--- src/common/sccf_pkg.sv ---
package sccf_pkg;

	// ************************************************
	// register map
	// ************************************************
	localparam int ADDR_W = 8;
	localparam logic [ADDR_W-1:0] CTL_OFS = 8'h00;
	localparam logic [ADDR_W-1:0] WTMR_OFS = 8'h04;
	localparam logic [ADDR_W-1:0] NTA_OFS = 8'h08;
	localparam logic [ADDR_W-1:0] NTB_OFS = 8'h0c;
	localparam logic [ADDR_W-1:0] IEN_OFS = 8'h10;
	localparam logic [ADDR_W-1:0] STS_OFS = 8'h14;
	localparam logic [31:0] CTL_RST = 32'h0000_0000;
	localparam logic [31:0] TMR_RST = 32'h0000_0000;

	// ************************************************
	// control fields
	// ************************************************
	localparam int RTY_EN_B = 19;
	localparam int RTY_LIM_LSB = 16;
	localparam int RTY_LIM_W = 3;
	localparam int STOP_B = 15;
	localparam int TSEL_LSB = 13;
	localparam int BGT_LSB = 8;
	localparam int BGT_W = 5;
	localparam int THR_LSB = 6;
	localparam int CONV_LSB = 4;
	localparam int AUTO_B = 3;
	localparam int WIDE_W = 24;
	localparam int NARROW_W = 8;

	// status and enable bits
	localparam int STS_AVAIL_B = 0;
	localparam int STS_FAIL_B = 1;
	localparam int STS_TXH_B = 2;
	localparam int STS_RXH_B = 3;
	localparam int STS_CNT_LSB = 4;
	localparam int IEN_AVAIL_B = 0;

	localparam logic [1:0] TSEL_OFF = 2'h0;
	localparam logic [1:0] TSEL_WIDE = 2'h1;
	localparam logic [1:0] TSEL_ONE = 2'h2;
	localparam logic [1:0] CONV_DIRECT = 2'h0;
	localparam logic [1:0] CONV_INVERSE = 2'h3;
	localparam logic [1:0] THR_RSVD = 2'h3;

	typedef struct packed {
		logic rty_en;
		logic [RTY_LIM_W-1:0] rty_lim;
		logic stop_sel;
		logic [1:0] tsel;
		logic [BGT_W-1:0] block_guard_count;
		logic [1:0] thr;
		logic [1:0] conv;
		logic auto_en;
	} sccf_ctl_t;

	typedef struct packed {
		logic [2:0] en;
		logic [WIDE_W-1:0] wide;
		logic [NARROW_W-1:0] na;
		logic [NARROW_W-1:0] nb;
	} sccf_tmr_t;

	typedef enum logic [1:0] {
		RTY_IDLE = 2'b00,
		RTY_ACTIVE = 2'b01,
		RTY_EXHAUST = 2'b11
	} sccf_rty_t;

	function automatic sccf_ctl_t ctl_unpack(input logic [31:0] w);
		sccf_ctl_t c;
		c.rty_en = w[RTY_EN_B];
		c.rty_lim = w[RTY_LIM_LSB +: RTY_LIM_W];
		c.stop_sel = w[STOP_B];
		c.tsel = w[TSEL_LSB +: 2];
		c.block_guard_count = w[BGT_LSB +: BGT_W];
		c.thr = w[THR_LSB +: 2];
		c.conv = w[CONV_LSB +: 2];
		c.auto_en = w[AUTO_B];
		return c;
	endfunction

	function automatic logic [31:0] ctl_pack(input sccf_ctl_t c);
		logic [31:0] w;
		w = '0;
		w[RTY_EN_B] = c.rty_en;
		w[RTY_LIM_LSB +: RTY_LIM_W] = c.rty_lim;
		w[STOP_B] = c.stop_sel;
		w[TSEL_LSB +: 2] = c.tsel;
		w[BGT_LSB +: BGT_W] = c.block_guard_count;
		w[THR_LSB +: 2] = c.thr;
		w[CONV_LSB +: 2] = c.conv;
		w[AUTO_B] = c.auto_en;
		return w;
	endfunction

endpackage

--- src/hdl/sccf_guard.sv ---
`timescale 1ns/1ps
module sccf_guard
	import sccf_pkg::*;
(
	input wire logic clk_i,
	input wire logic rst_i,
	input wire logic etu_tick_i,
	input wire logic tx_start_i,
	input wire logic rx_start_i,
	input wire logic [BGT_W-1:0] bgt_i,
	output logic tx_hold_o,
	output logic rx_hold_o
);
	localparam int CNT_W = BGT_W + 1;
	localparam logic [CNT_W-1:0] CNT_MAX = '1;

	logic [CNT_W-1:0] cnt_q;
	logic [CNT_W-1:0] cnt_d;
	logic [CNT_W-1:0] span;
	logic dir_tx_q;
	logic dir_tx_d;
	logic seen_q;
	logic seen_d;

	// ************************************************
	// bit lengths since last leading edge
	// ************************************************
	always_comb begin
		span = CNT_W'(bgt_i) + CNT_W'(1);
		cnt_d = cnt_q;
		dir_tx_d = dir_tx_q;
		seen_d = seen_q;
		if (tx_start_i || rx_start_i) begin
			cnt_d = '0;
			dir_tx_d = tx_start_i;
			seen_d = 1'b1;
		end else if (etu_tick_i && cnt_q != CNT_MAX) begin
			cnt_d = cnt_q + CNT_W'(1);
		end
	end

	always_ff @(posedge clk_i) begin
		if (rst_i) begin
			cnt_q <= '0;
			dir_tx_q <= 1'b0;
			seen_q <= 1'b0;
		end else begin
			cnt_q <= cnt_d;
			dir_tx_q <= dir_tx_d;
			seen_q <= seen_d;
		end
	end

	// RULE9 opposite direction spacing
	always_ff @(posedge clk_i) begin
		if (rst_i) begin
			tx_hold_o <= 1'b0;
			rx_hold_o <= 1'b0;
		end else begin
			tx_hold_o <= seen_d && !dir_tx_d && (cnt_d < span);
			rx_hold_o <= seen_d && dir_tx_d && (cnt_d < span);
		end
	end

endmodule

--- src/hdl/sccf_top.sv ---
// Operation
// RULE1 - software sets retry limit before enabling retry
// RULE2 - parity retries allowed equal limit plus one
// RULE3 - retry limit frozen while retry enabled
// RULE4 - stop select 0 gives 2 ETU, 1 gives 1
// RULE5 - stop length defaults to 2 ETU
// RULE6 - timer select 00 off, 01 wide only
// RULE7 - timer select 10 adds first narrow timer
// RULE8 - timer select 11 runs all three timers
// RULE9 - guard spacing between directions is field plus one
// RULE10 - software loads guard 15 or 21
// RULE11 - avail flag when count equals threshold
// RULE12 - avail interrupt only when enabled
// RULE13 - convention code 00 is direct
// RULE14 - code 11 inverse, 01 and 10 reserved
// RULE15 - auto convention overrides software convention field
// RULE16 - retry enable bit turns on receive retries
`timescale 1ns/1ps
module sccf_top
	import sccf_pkg::*;
#(
	parameter int CNT_W = 3
) (
	input wire logic CLK_I,
	input wire logic RST_I,
	input wire logic [ADDR_W-1:0] ADDR_I,
	input wire logic [31:0] WDATA_I,
	input wire logic WE_I,
	input wire logic RE_I,
	output logic [31:0] RDATA_O,
	input wire logic PARITY_ERR_I,
	input wire logic RX_CHAR_OK_I,
	input wire logic ETU_TICK_I,
	input wire logic TX_START_I,
	input wire logic RX_START_I,
	input wire logic [CNT_W-1:0] RX_COUNT_I,
	input wire logic ACONV_DONE_I,
	input wire logic ACONV_INV_I,
	output logic RETRY_O,
	output logic RETRY_FAIL_O,
	output logic STOP_2ETU_O,
	output sccf_tmr_t TMR_O,
	output logic TX_HOLD_O,
	output logic RX_HOLD_O,
	output logic INVERSE_O,
	output logic RX_AVAIL_IRQ_O
);

	// ************************************************
	// helpers
	// ************************************************
	function automatic logic [2:0] tsel_en(input logic [1:0] s);
		case (s)
			TSEL_OFF: tsel_en = 3'h0;
			TSEL_WIDE: tsel_en = 3'h1;
			TSEL_ONE: tsel_en = 3'h3;
			default: tsel_en = 3'h7;
		endcase
	endfunction

	function automatic logic [CNT_W-1:0] thr_bytes(input logic [1:0] t);
		thr_bytes = CNT_W'(t) + CNT_W'(1);
	endfunction

	sccf_ctl_t ctl_q;
	sccf_ctl_t ctl_d;
	sccf_ctl_t wr_ctl;
	logic [WIDE_W-1:0] wtmr_q;
	logic [NARROW_W-1:0] nta_q;
	logic [NARROW_W-1:0] ntb_q;
	logic ien_q;
	logic avail_q;
	logic fail_flag_q;
	logic [3:0] rty_cnt_q;
	sccf_rty_t rty_q;
	logic avail_hit;
	logic ctl_we;
	logic sts_we;
	logic guard_tx;
	logic guard_rx;
	logic [2:0] tsel_bits;

	assign ctl_we = WE_I && (ADDR_I == CTL_OFS);
	assign sts_we = WE_I && (ADDR_I == STS_OFS);
	assign wr_ctl = ctl_unpack(WDATA_I);

	// ************************************************
	// control register
	// ************************************************
	always_comb begin
		ctl_d = ctl_q;
		if (ctl_we) begin
			ctl_d = wr_ctl;
			// RULE3 limit locked while enabled
			if (ctl_q.rty_en) begin
				ctl_d.rty_lim = ctl_q.rty_lim;
			end
			// RULE15 software convention ignored
			if (ctl_q.auto_en) begin
				ctl_d.conv = ctl_q.conv;
			end
		end
		// hardware detection beats a same-cycle write
		if (ACONV_DONE_I && ctl_q.auto_en) begin
			ctl_d.conv = ACONV_INV_I ? CONV_INVERSE : CONV_DIRECT;
		end
	end

	// RULE5 reset gives 2 ETU stop
	always_ff @(posedge CLK_I) begin
		if (RST_I) begin
			ctl_q <= ctl_unpack(CTL_RST);
		end else begin
			ctl_q <= ctl_d;
		end
	end

	always_ff @(posedge CLK_I) begin
		if (RST_I) begin
			wtmr_q <= TMR_RST[WIDE_W-1:0];
			nta_q <= TMR_RST[NARROW_W-1:0];
			ntb_q <= TMR_RST[NARROW_W-1:0];
			ien_q <= 1'b0;
		end else if (WE_I) begin
			if (ADDR_I == WTMR_OFS) begin
				wtmr_q <= WDATA_I[WIDE_W-1:0];
			end
			if (ADDR_I == NTA_OFS) begin
				nta_q <= WDATA_I[NARROW_W-1:0];
			end
			if (ADDR_I == NTB_OFS) begin
				ntb_q <= WDATA_I[NARROW_W-1:0];
			end
			if (ADDR_I == IEN_OFS) begin
				ien_q <= WDATA_I[IEN_AVAIL_B];
			end
		end
	end

	// ************************************************
	// receive retry
	// ************************************************
	// RULE1 limit taken as written
	// RULE2 limit plus one retries
	// RULE16 retry only when enabled
	always_ff @(posedge CLK_I) begin
		if (RST_I) begin
			rty_q <= RTY_IDLE;
			rty_cnt_q <= '0;
			RETRY_O <= 1'b0;
			RETRY_FAIL_O <= 1'b0;
		end else begin
			RETRY_O <= 1'b0;
			RETRY_FAIL_O <= 1'b0;
			case (rty_q)
				RTY_IDLE, RTY_ACTIVE: begin
					if (!ctl_q.rty_en || RX_CHAR_OK_I) begin
						rty_q <= RTY_IDLE;
						rty_cnt_q <= '0;
					end else if (PARITY_ERR_I) begin
						if (rty_cnt_q < 4'(ctl_q.rty_lim) + 4'h1) begin
							rty_q <= RTY_ACTIVE;
							rty_cnt_q <= rty_cnt_q + 4'h1;
							RETRY_O <= 1'b1;
						end else begin
							rty_q <= RTY_EXHAUST;
							RETRY_FAIL_O <= 1'b1;
						end
					end
				end
				RTY_EXHAUST: begin
					if (!ctl_q.rty_en || RX_CHAR_OK_I) begin
						rty_q <= RTY_IDLE;
						rty_cnt_q <= '0;
					end
				end
				default: begin
					rty_q <= RTY_IDLE;
					rty_cnt_q <= '0;
				end
			endcase
		end
	end

	// sticky, write one clears, a new failure wins
	always_ff @(posedge CLK_I) begin
		if (RST_I) begin
			fail_flag_q <= 1'b0;
		end else if (rty_q != RTY_EXHAUST && PARITY_ERR_I && ctl_q.rty_en
			&& !RX_CHAR_OK_I && rty_cnt_q >= 4'(ctl_q.rty_lim) + 4'h1) begin
			fail_flag_q <= 1'b1;
		end else if (sts_we && WDATA_I[STS_FAIL_B]) begin
			fail_flag_q <= 1'b0;
		end
	end

	// ************************************************
	// receive data available
	// ************************************************
	// RULE11 count meets threshold
	assign avail_hit = (ctl_q.thr != THR_RSVD) && (RX_COUNT_I == thr_bytes(ctl_q.thr));

	always_ff @(posedge CLK_I) begin
		if (RST_I) begin
			avail_q <= 1'b0;
		end else if (avail_hit) begin
			avail_q <= 1'b1;
		end else if (sts_we && WDATA_I[STS_AVAIL_B]) begin
			avail_q <= 1'b0;
		end
	end

	// RULE12 gated interrupt
	always_ff @(posedge CLK_I) begin
		if (RST_I) begin
			RX_AVAIL_IRQ_O <= 1'b0;
		end else begin
			RX_AVAIL_IRQ_O <= avail_q && ien_q;
		end
	end

	// ************************************************
	// character framing outputs
	// ************************************************
	sccf_guard u_guard (
		.clk_i(CLK_I),
		.rst_i(RST_I),
		.etu_tick_i(ETU_TICK_I),
		.tx_start_i(TX_START_I),
		.rx_start_i(RX_START_I),
		.bgt_i(ctl_q.block_guard_count),
		.tx_hold_o(guard_tx),
		.rx_hold_o(guard_rx)
	);
	assign TX_HOLD_O = guard_tx;
	assign RX_HOLD_O = guard_rx;

	// RULE4 stop length select
	// RULE13 direct on code 00
	// RULE14 reserved codes fall back to direct
	always_ff @(posedge CLK_I) begin
		if (RST_I) begin
			STOP_2ETU_O <= 1'b1;
			INVERSE_O <= 1'b0;
		end else begin
			STOP_2ETU_O <= !ctl_q.stop_sel;
			INVERSE_O <= (ctl_q.conv == CONV_INVERSE);
		end
	end

	// ************************************************
	// timer selection
	// ************************************************
	// RULE6 off or wide only
	// RULE7 wide plus first narrow
	// RULE8 all three timers
	assign tsel_bits = tsel_en(ctl_q.tsel);

	always_ff @(posedge CLK_I) begin
		if (RST_I) begin
			TMR_O <= '0;
		end else begin
			TMR_O.en <= tsel_bits;
			TMR_O.wide <= tsel_bits[0] ? wtmr_q : '0;
			TMR_O.na <= tsel_bits[1] ? nta_q : '0;
			TMR_O.nb <= tsel_bits[2] ? ntb_q : '0;
		end
	end

	// ************************************************
	// read port
	// ************************************************
	always_ff @(posedge CLK_I) begin
		if (RST_I || !RE_I) begin
			RDATA_O <= '0;
		end else begin
			case (ADDR_I)
				CTL_OFS: RDATA_O <= ctl_pack(ctl_q);
				WTMR_OFS: RDATA_O <= 32'(wtmr_q);
				NTA_OFS: RDATA_O <= 32'(nta_q);
				NTB_OFS: RDATA_O <= 32'(ntb_q);
				IEN_OFS: RDATA_O <= 32'(ien_q) << IEN_AVAIL_B;
				STS_OFS: begin
					RDATA_O <= (32'(avail_q) << STS_AVAIL_B)
						| (32'(fail_flag_q) << STS_FAIL_B)
						| (32'(guard_tx) << STS_TXH_B)
						| (32'(guard_rx) << STS_RXH_B)
						| (32'(rty_cnt_q) << STS_CNT_LSB);
				end
				default: RDATA_O <= '0;
			endcase
		end
	end
endmodule

--- config.mk ---
export PLATFORM = sky130hd
export DESIGN_NAME = sccf_top
export DESIGN_NICKNAME = d
export VERILOG_FILES = /design/src/common/sccf_pkg.sv /design/src/hdl/sccf_guard.sv /design/src/hdl/sccf_top.sv
export SDC_FILE = /design/constraint.sdc
export NUM_CORES = 1
export LEC_CHECK = 0
export BUFFER_PORTS_ARGS = -buffer_cell sky130_fd_sc_hd__buf_2
export CAP_MARGIN = 25
export CORE_MARGIN = 4
export CORE_UTILIZATION = 50
export DETAILED_ROUTE_END_ITERATION = 12
export PLACE_DENSITY_LB_ADDON = 0.12
export SLEW_MARGIN = 20
export SYNTH_ARGS = -nofsm -noshare
export SYNTH_HDL_FRONTEND = slang
export SYNTH_SLANG_ARGS = --single-unit
--- constraint.sdc ---
create_clock -name CLK_I -period 3.5 [get_ports CLK_I]
set_clock_uncertainty 0.2 [all_clocks]
set_input_delay 0.525 -clock CLK_I [delete_from_list [all_inputs] [get_ports CLK_I]]
set_output_delay 0.525 -clock CLK_I [all_outputs]
set_load 0.05 [all_outputs]
# --- After elaboration in Yosys (flattened, before gate mapping) ---
# Cells that the tools add are included.
word_totals:
  regBits: 156
  input_bits: 54
  out_inout_bits: 82
classes:
  addsub: 5
  n_lt_le_gt_ge: 3
  eq_ne: 18
  mux: 26
  bitwise_logic: 10
  n_reduce_logical: 43
ops:
  columns: ["op", "n"]
  rows:
  - ["$pmux 24 s6", 1]
  - ["$eq 8x4->1 const B", 2]
  - ["$eq 8x5->1 const B", 2]
  - ["$logic_and 1x1->1", 16]
  - ["$mux 4", 4]
  - ["$mux 2", 7]
  - ["$reduce_and 2->1", 7]
  - ["$mux 6", 2]
  - ["$pmux 3 s3", 1]
  - ["$eq 8x3->1 const B", 1]
  - ["$logic_not 8->1", 1]
  - ["$mux 1", 8]
  - ["$or 4x8->8", 1]
  - ["$pmux 4 s2", 1]
  - ["$reduce_or 2->1", 4]
  - ["$add 5x1->6 const B", 1]
  - ["$add 6x1->6 const B", 1]
  - ["$eq 2x2->1 const B", 3]
  - ["$lt 6x6->1", 1]
  - ["$ne 2x2->1 const B", 3]
  - ["$ne 3x3->1 const B", 2]
  - ["$ne 6x6->1 const B", 1]
  - ["$not 1->1", 6]
  - ["$reduce_bool 2->1", 3]
  - ["other kinds (18)", 26]

# --- Logic depth before layout (Yosys ltp) ---
logic_depth:
  depth_word: 6
  depth_mapped: 12

# --- Modules after synthesis ---
# Synthesis repeated with hierarchy kept, for this count alone.
unflattened:
  hier_cells: 603
  hier_area_um2: 5884.4
modules_own_cells:
  columns: ["module", "n_inst", "cells_each", "area_per_inst_um2"]
  rows:
  - ["sccf_top", 1, 529, 5233.8]
  - ["sccf_guard", 1, 74, 650.6]

# --- Worst setup path before layout ---
# No wires, ideal clock.
synth_timing:
  kind: "register to register"
  start: "register u_guard.cnt_q[0]"
  end: "register u_guard.tx_hold_o"
  setup_ps: 86
  arrival_time_ps: 2396
  t_required_ps: 3214
  setup_slack_ps: 819
  path_stages_with_launch: 13
  period_less_slack_ps: 2681
  path_cell_list: "dfxtp_1 > ha_1 > nand2_1 > o21ai_0 > nor2_1 > xnor2_1 > nor2_1 > ha_1 > a211oi_1 > nor2_1 > nor4_1 > o41ai_1 > a211oi_1"
synth_between:
  elab_chain_cells: 6
synth_lines:
  columns: ["item", "line", "rtl"]
  rows:
  - ["start, declared", "sccf_guard.sv:17", "logic [CNT_W-1:0] cnt_q;"]
  - ["start signal, assigned", "sccf_guard.sv:48", "cnt_q <= cnt_d;"]
  - ["branches (longest 2 deep; another with $add 6x1->6)", null, null]
  - ["$mux 6 (*)", "sccf_guard.sv:37", "end else if (etu_tick_i && cnt_q != CNT_MAX) begin"]
  - ["$mux 6 (*)", "sccf_guard.sv:33", "if (tx_start_i || rx_start_i) begin"]
  - ["via u_guard.cnt_d[3]", "sccf_guard.sv:18", "logic [CNT_W-1:0] cnt_d;"]
  - ["$lt 6x6->1 (*)", "sccf_guard.sv:60", "tx_hold_o <= seen_d && !dir_tx_d && (cnt_d < span);"]
  - ["$logic_and 1x1->1 (*)", "sccf_guard.sv:60", null]
  - ["end signal, assigned", "sccf_guard.sv:60", null]
  - ["end, declared", "sccf_guard.sv:11", "output logic tx_hold_o,"]
# Mark *: on every way through the listed nets, which the timed path passes.
# A chain may end at the register's enable or synchronous reset.

# --- Worst setup path after layout ---
# Ends and elaborated chain as after synthesis.

==> impl_metrics.py <==
metrics = {
    "final_layout": {
        "mostFrequentLayoutCell": "dfxtp_1",
        "nets": 794,
        "most-common-layout-cells": "148 x dfxtp_1, 119 x buf_2, 77 x nand2_1, 77 x nor2_1",
        "drive_gt1_share_pct": 25.2,
        "syn2layout_area_growth_pct": 22.0,
    },
    "grt": {
        "grt_first_pass_wirelength_um": 22500,
        "track_usage_pct": 22.2,
        "antenna_found_initial": 2,
        "grt_max_degree": 40,
        "grt_overflow_total": 0,
        "first_global_vias": 4534,
    },
    "sta": {
        "finalCritPeriodShare_pct": 85.4,
        "period_needed_ps": 2990,
        "setup_violations": 0,
        "hold_violations": 0,
        "fmax_mhz": 334,
        "tightest_slew_ps": 896,
        "final_max_slew_viol_count": 0,
        "slew_headroom_pct": 40.1,
        "rsz0062_at_grt": "no",
        "timing.hold.ws_ps": 96.2,
        "tns_ps": 0,
    },
    "worst_setup_path": {
        "arrival_ps": 3130,
        "reg2regPathDepth": 12,
        "slowest_stage": "o21ai_0",
        "worstSetupEndpointType": "register",
        "ff2ff_setup_slack_ps": 510,
        "crit_path_start_kind": "register",
        "path_delay_family": "compound AO/OA/AOI/OAI gates",
        "crit_fanout": 4,
        "r2r_end": "u_guard.tx_hold_o",
        "required_ps": 3640,
        "cp_slowest_stage_delay_ps": 470,
        "crit_top_cell": "nor2_1",
        "crit_type": "register to register",
        "path_cells": "ha_1 -> nand2_1 -> o21ai_0 -> nor2_1 -> xnor2_1 -> nor2_1 -> ha_1 -> a211oi_1 -> nor2_1 -> nor4_1 -> o41ai_1 -> a211oi_1",
        "critPathBufInv": 0,
        "r2r_start": "u_guard.cnt_q[0]",
    },
    "yosys": {
        "synth_top_flop_cell": "dfxtp_1",
        "synth-adder-area-share_pct": 3.08,
        "synthMuxAreaShare_pct": 5.32,
        "synth_top_family_by_area": "simple AND/OR/NAND/NOR gates",
        "yosysWarnings": 0,
        "synth-seq-cells": 148,
        "synth-compound-area-share_pct": 10.9,
        "synth_xor_area_share_pct": 1.39,
        "synth.avg_cell_area_um2": 9.33,
        "yosysSeqAreaShare_pct": 52.1,
        "synth_edf_count": 0,
        "synth_cells": 610,
        "synth.distinct_cells": 49,
        "synth_simple_gate_area_share_pct": 23.1,
        "netlist_area_um2": 5690,
        "async_flop_share_pct": 0,
    },
    "die": {
        "io_pins": 136,
        "num_rows": 38,
        "die_w_um": 115,
        "start_util_pct": 51.8,
        "core_area_um2": 11000,
        "die_area_um2": 13200,
        "fp.dieH_um": 115,
    },
    "route": {
        "drt_iter0_markers": 233,
        "drc": 0,
        "routed_via_density": 5.22,
        "antenna_left": 0,
        "vias": 4595,
        "wirelength_um": 14100,
        "firstDrtPassIters": 5,
        "detail_route.wl_per_cell_um": 16.0,
    },
    "cts": {
        "cts.sinks": 148,
        "cts_setup_buffers": 0,
        "worst_skew_pair.late_latency_ps": 430,
        "htree_levels": 4,
        "tritoncts": "done",
        "cts_hold_buf": 0,
        "path_clk_slew_ps": 60,
        "cts_buffers": 17,
        "cts.repair.resized": 0,
        "cts_root_buf": "clkbuf_16",
        "clockBufferDepth": 2,
    },
    "pwr": {
        "irDropWorstVdd_mv": 0.577,
        "p_per_area_nw_per_um2": 527,
        "leakagePower_nw": 3.03,
    },
    "run_status": {
        "status": "finished clean",
    },
    "hold_path": {
        "hold_depth": 2,
        "whs_endpoint": "u_guard.tx_hold_o",
        "hold_path.class": "input pin to register",
        "holdCritStartpoint": "TX_START_I",
    },
    "job": {
        "cap_viol_max_count": 0,
    },
    "placed_design": {
        "io_buffers": 119,
        "gp_congestion": 0.886,
        "dp_hpwl_um": 10300,
    },
}
[worst max-delay path by stage]
stage | start | endpoint | slack [ps] | cells past startpoint
CTS | u_guard.cnt_q[0] | u_guard.tx_hold_o | 510 | 12
finish | u_guard.cnt_q[0] | u_guard.tx_hold_o | 510 | 12
floorplan | u_guard.cnt_q[0] | u_guard.tx_hold_o | 820 | 12
global route | u_guard.cnt_q[0] | u_guard.tx_hold_o | 140 | 12
detailed placement | u_guard.cnt_q[0] | u_guard.tx_hold_o | 530 | 12
global placement | u_guard.cnt_q[0] | u_guard.tx_hold_o | 630 | 12
[cells in the mapped netlist, types with 5 or more instances]
| cell | instances | area [um2] |
|---|---|---|
| nand2_2 | 11 | 68.8 |
| buf_4 | 11 | 82.6 |
| dfxtp_1 | 148 | 2960 |
| nand2_1 | 77 | 289 |
| a21oi_2 | 10 | 87.6 |
| o21ai_0 | 11 | 55.1 |
| and3_1 | 13 | 81.3 |
| and2_1 | 39 | 244 |
| inv_1 | 9 | 33.8 |
| mux2i_1 | 28 | 280 |
| a22oi_1 | 16 | 120 |
| nor2_1 | 77 | 289 |
| ha_1 | 14 | 175 |
| clkbuf_1 | 19 | 71.3 |
| a21oi_1 | 39 | 195 |
| nor2b_1 | 6 | 37.5 |
| nand3_1 | 15 | 75.1 |
| nor3_1 | 5 | 25.0 |
| xnor2_1 | 5 | 43.8 |
[flip-flops by register name, indices dropped and copies added, names as in the netlist]
| signal | count |
|---|---|
| INVERSE_O | 1 |
| RX_AVAIL_IRQ_O | 1 |
| fail_flag_q | 1 |
| avail_q | 1 |
| STOP_2ETU_O | 1 |
| ctl_q | 17 |
| rty_cnt_q | 4 |
| u_guard.tx_hold_o | 1 |
| ien_q | 1 |
| wtmr_q | 24 |
| RDATA_O | 24 |
| rty_q | 2 |
| RETRY_FAIL_O | 1 |
| RETRY_O | 1 |
| nta_q | 8 |
| u_guard.rx_hold_o | 1 |
| TMR_O | 43 |
| u_guard.dir_tx_q | 1 |
| u_guard.seen_q | 1 |
| ntb_q | 8 |
| u_guard.cnt_q | 6 |
[metrics by stage]
stage / setup slack, ps / area [um2] / total power [mW] / utilization (%) / std cells
after CTS: 511 / 6940 / 3.68 / 63.2 / 879
after detailed placement: 533 / 6340 / 1.86 / 57.7 / 847
after global routing: 137 / 6940 / 3.77 / 63.2 / 880
final: 509 / 6940 / 3.66 / 63.2 / 880
after global placement: 630 / 6340 / 1.85 / 57.7 / 847
after floorplan: 819 / 5720 / 1.81 / - / 617
[area by class of cell]
type                            instances  area (um2)
Fill cell                             965        4040
Sequential cell                       148        2960
Multi-Input combinational cell        424        2520
Timing Repair Buffer                  126         648
Clock buffer                           21         450
Tap cell                              140         175
Clock inverter                         11         151
Inverter                                9        33.8
Antenna cell                            1        2.50
[kinds of logic after synthesis]
| logic type | after synthesis |
|---|---|
| fa+ha+maj | 14 |
| flops | 148 |
| other cells | 1 |
| simple gates | 266 |
| buf+inv | 45 |
| mux | 30 |
| compound gates | 97 |
| xor+xnor | 9 |
[power breakdown]
group	switching, mW	internal (mW)	leakage, nW
Sequential	0.00393	1.69	1.19
Clock	0.695	1.14	0.280
Combinational	0.0884	0.0369	1.56
Total	0.788	2.87	3.03
[metal layers]
metal,share of wire (%),vias to the layer above,global-route usage [%]
met5,0.092,-,0
met4,2.4,2,9.26
met3,6.3,25,6.61
met2,48,118,36.9
met1,43,2172,26.8
li1,-,2278,-
No activity file was read; power rests on OpenSTA's default activity.
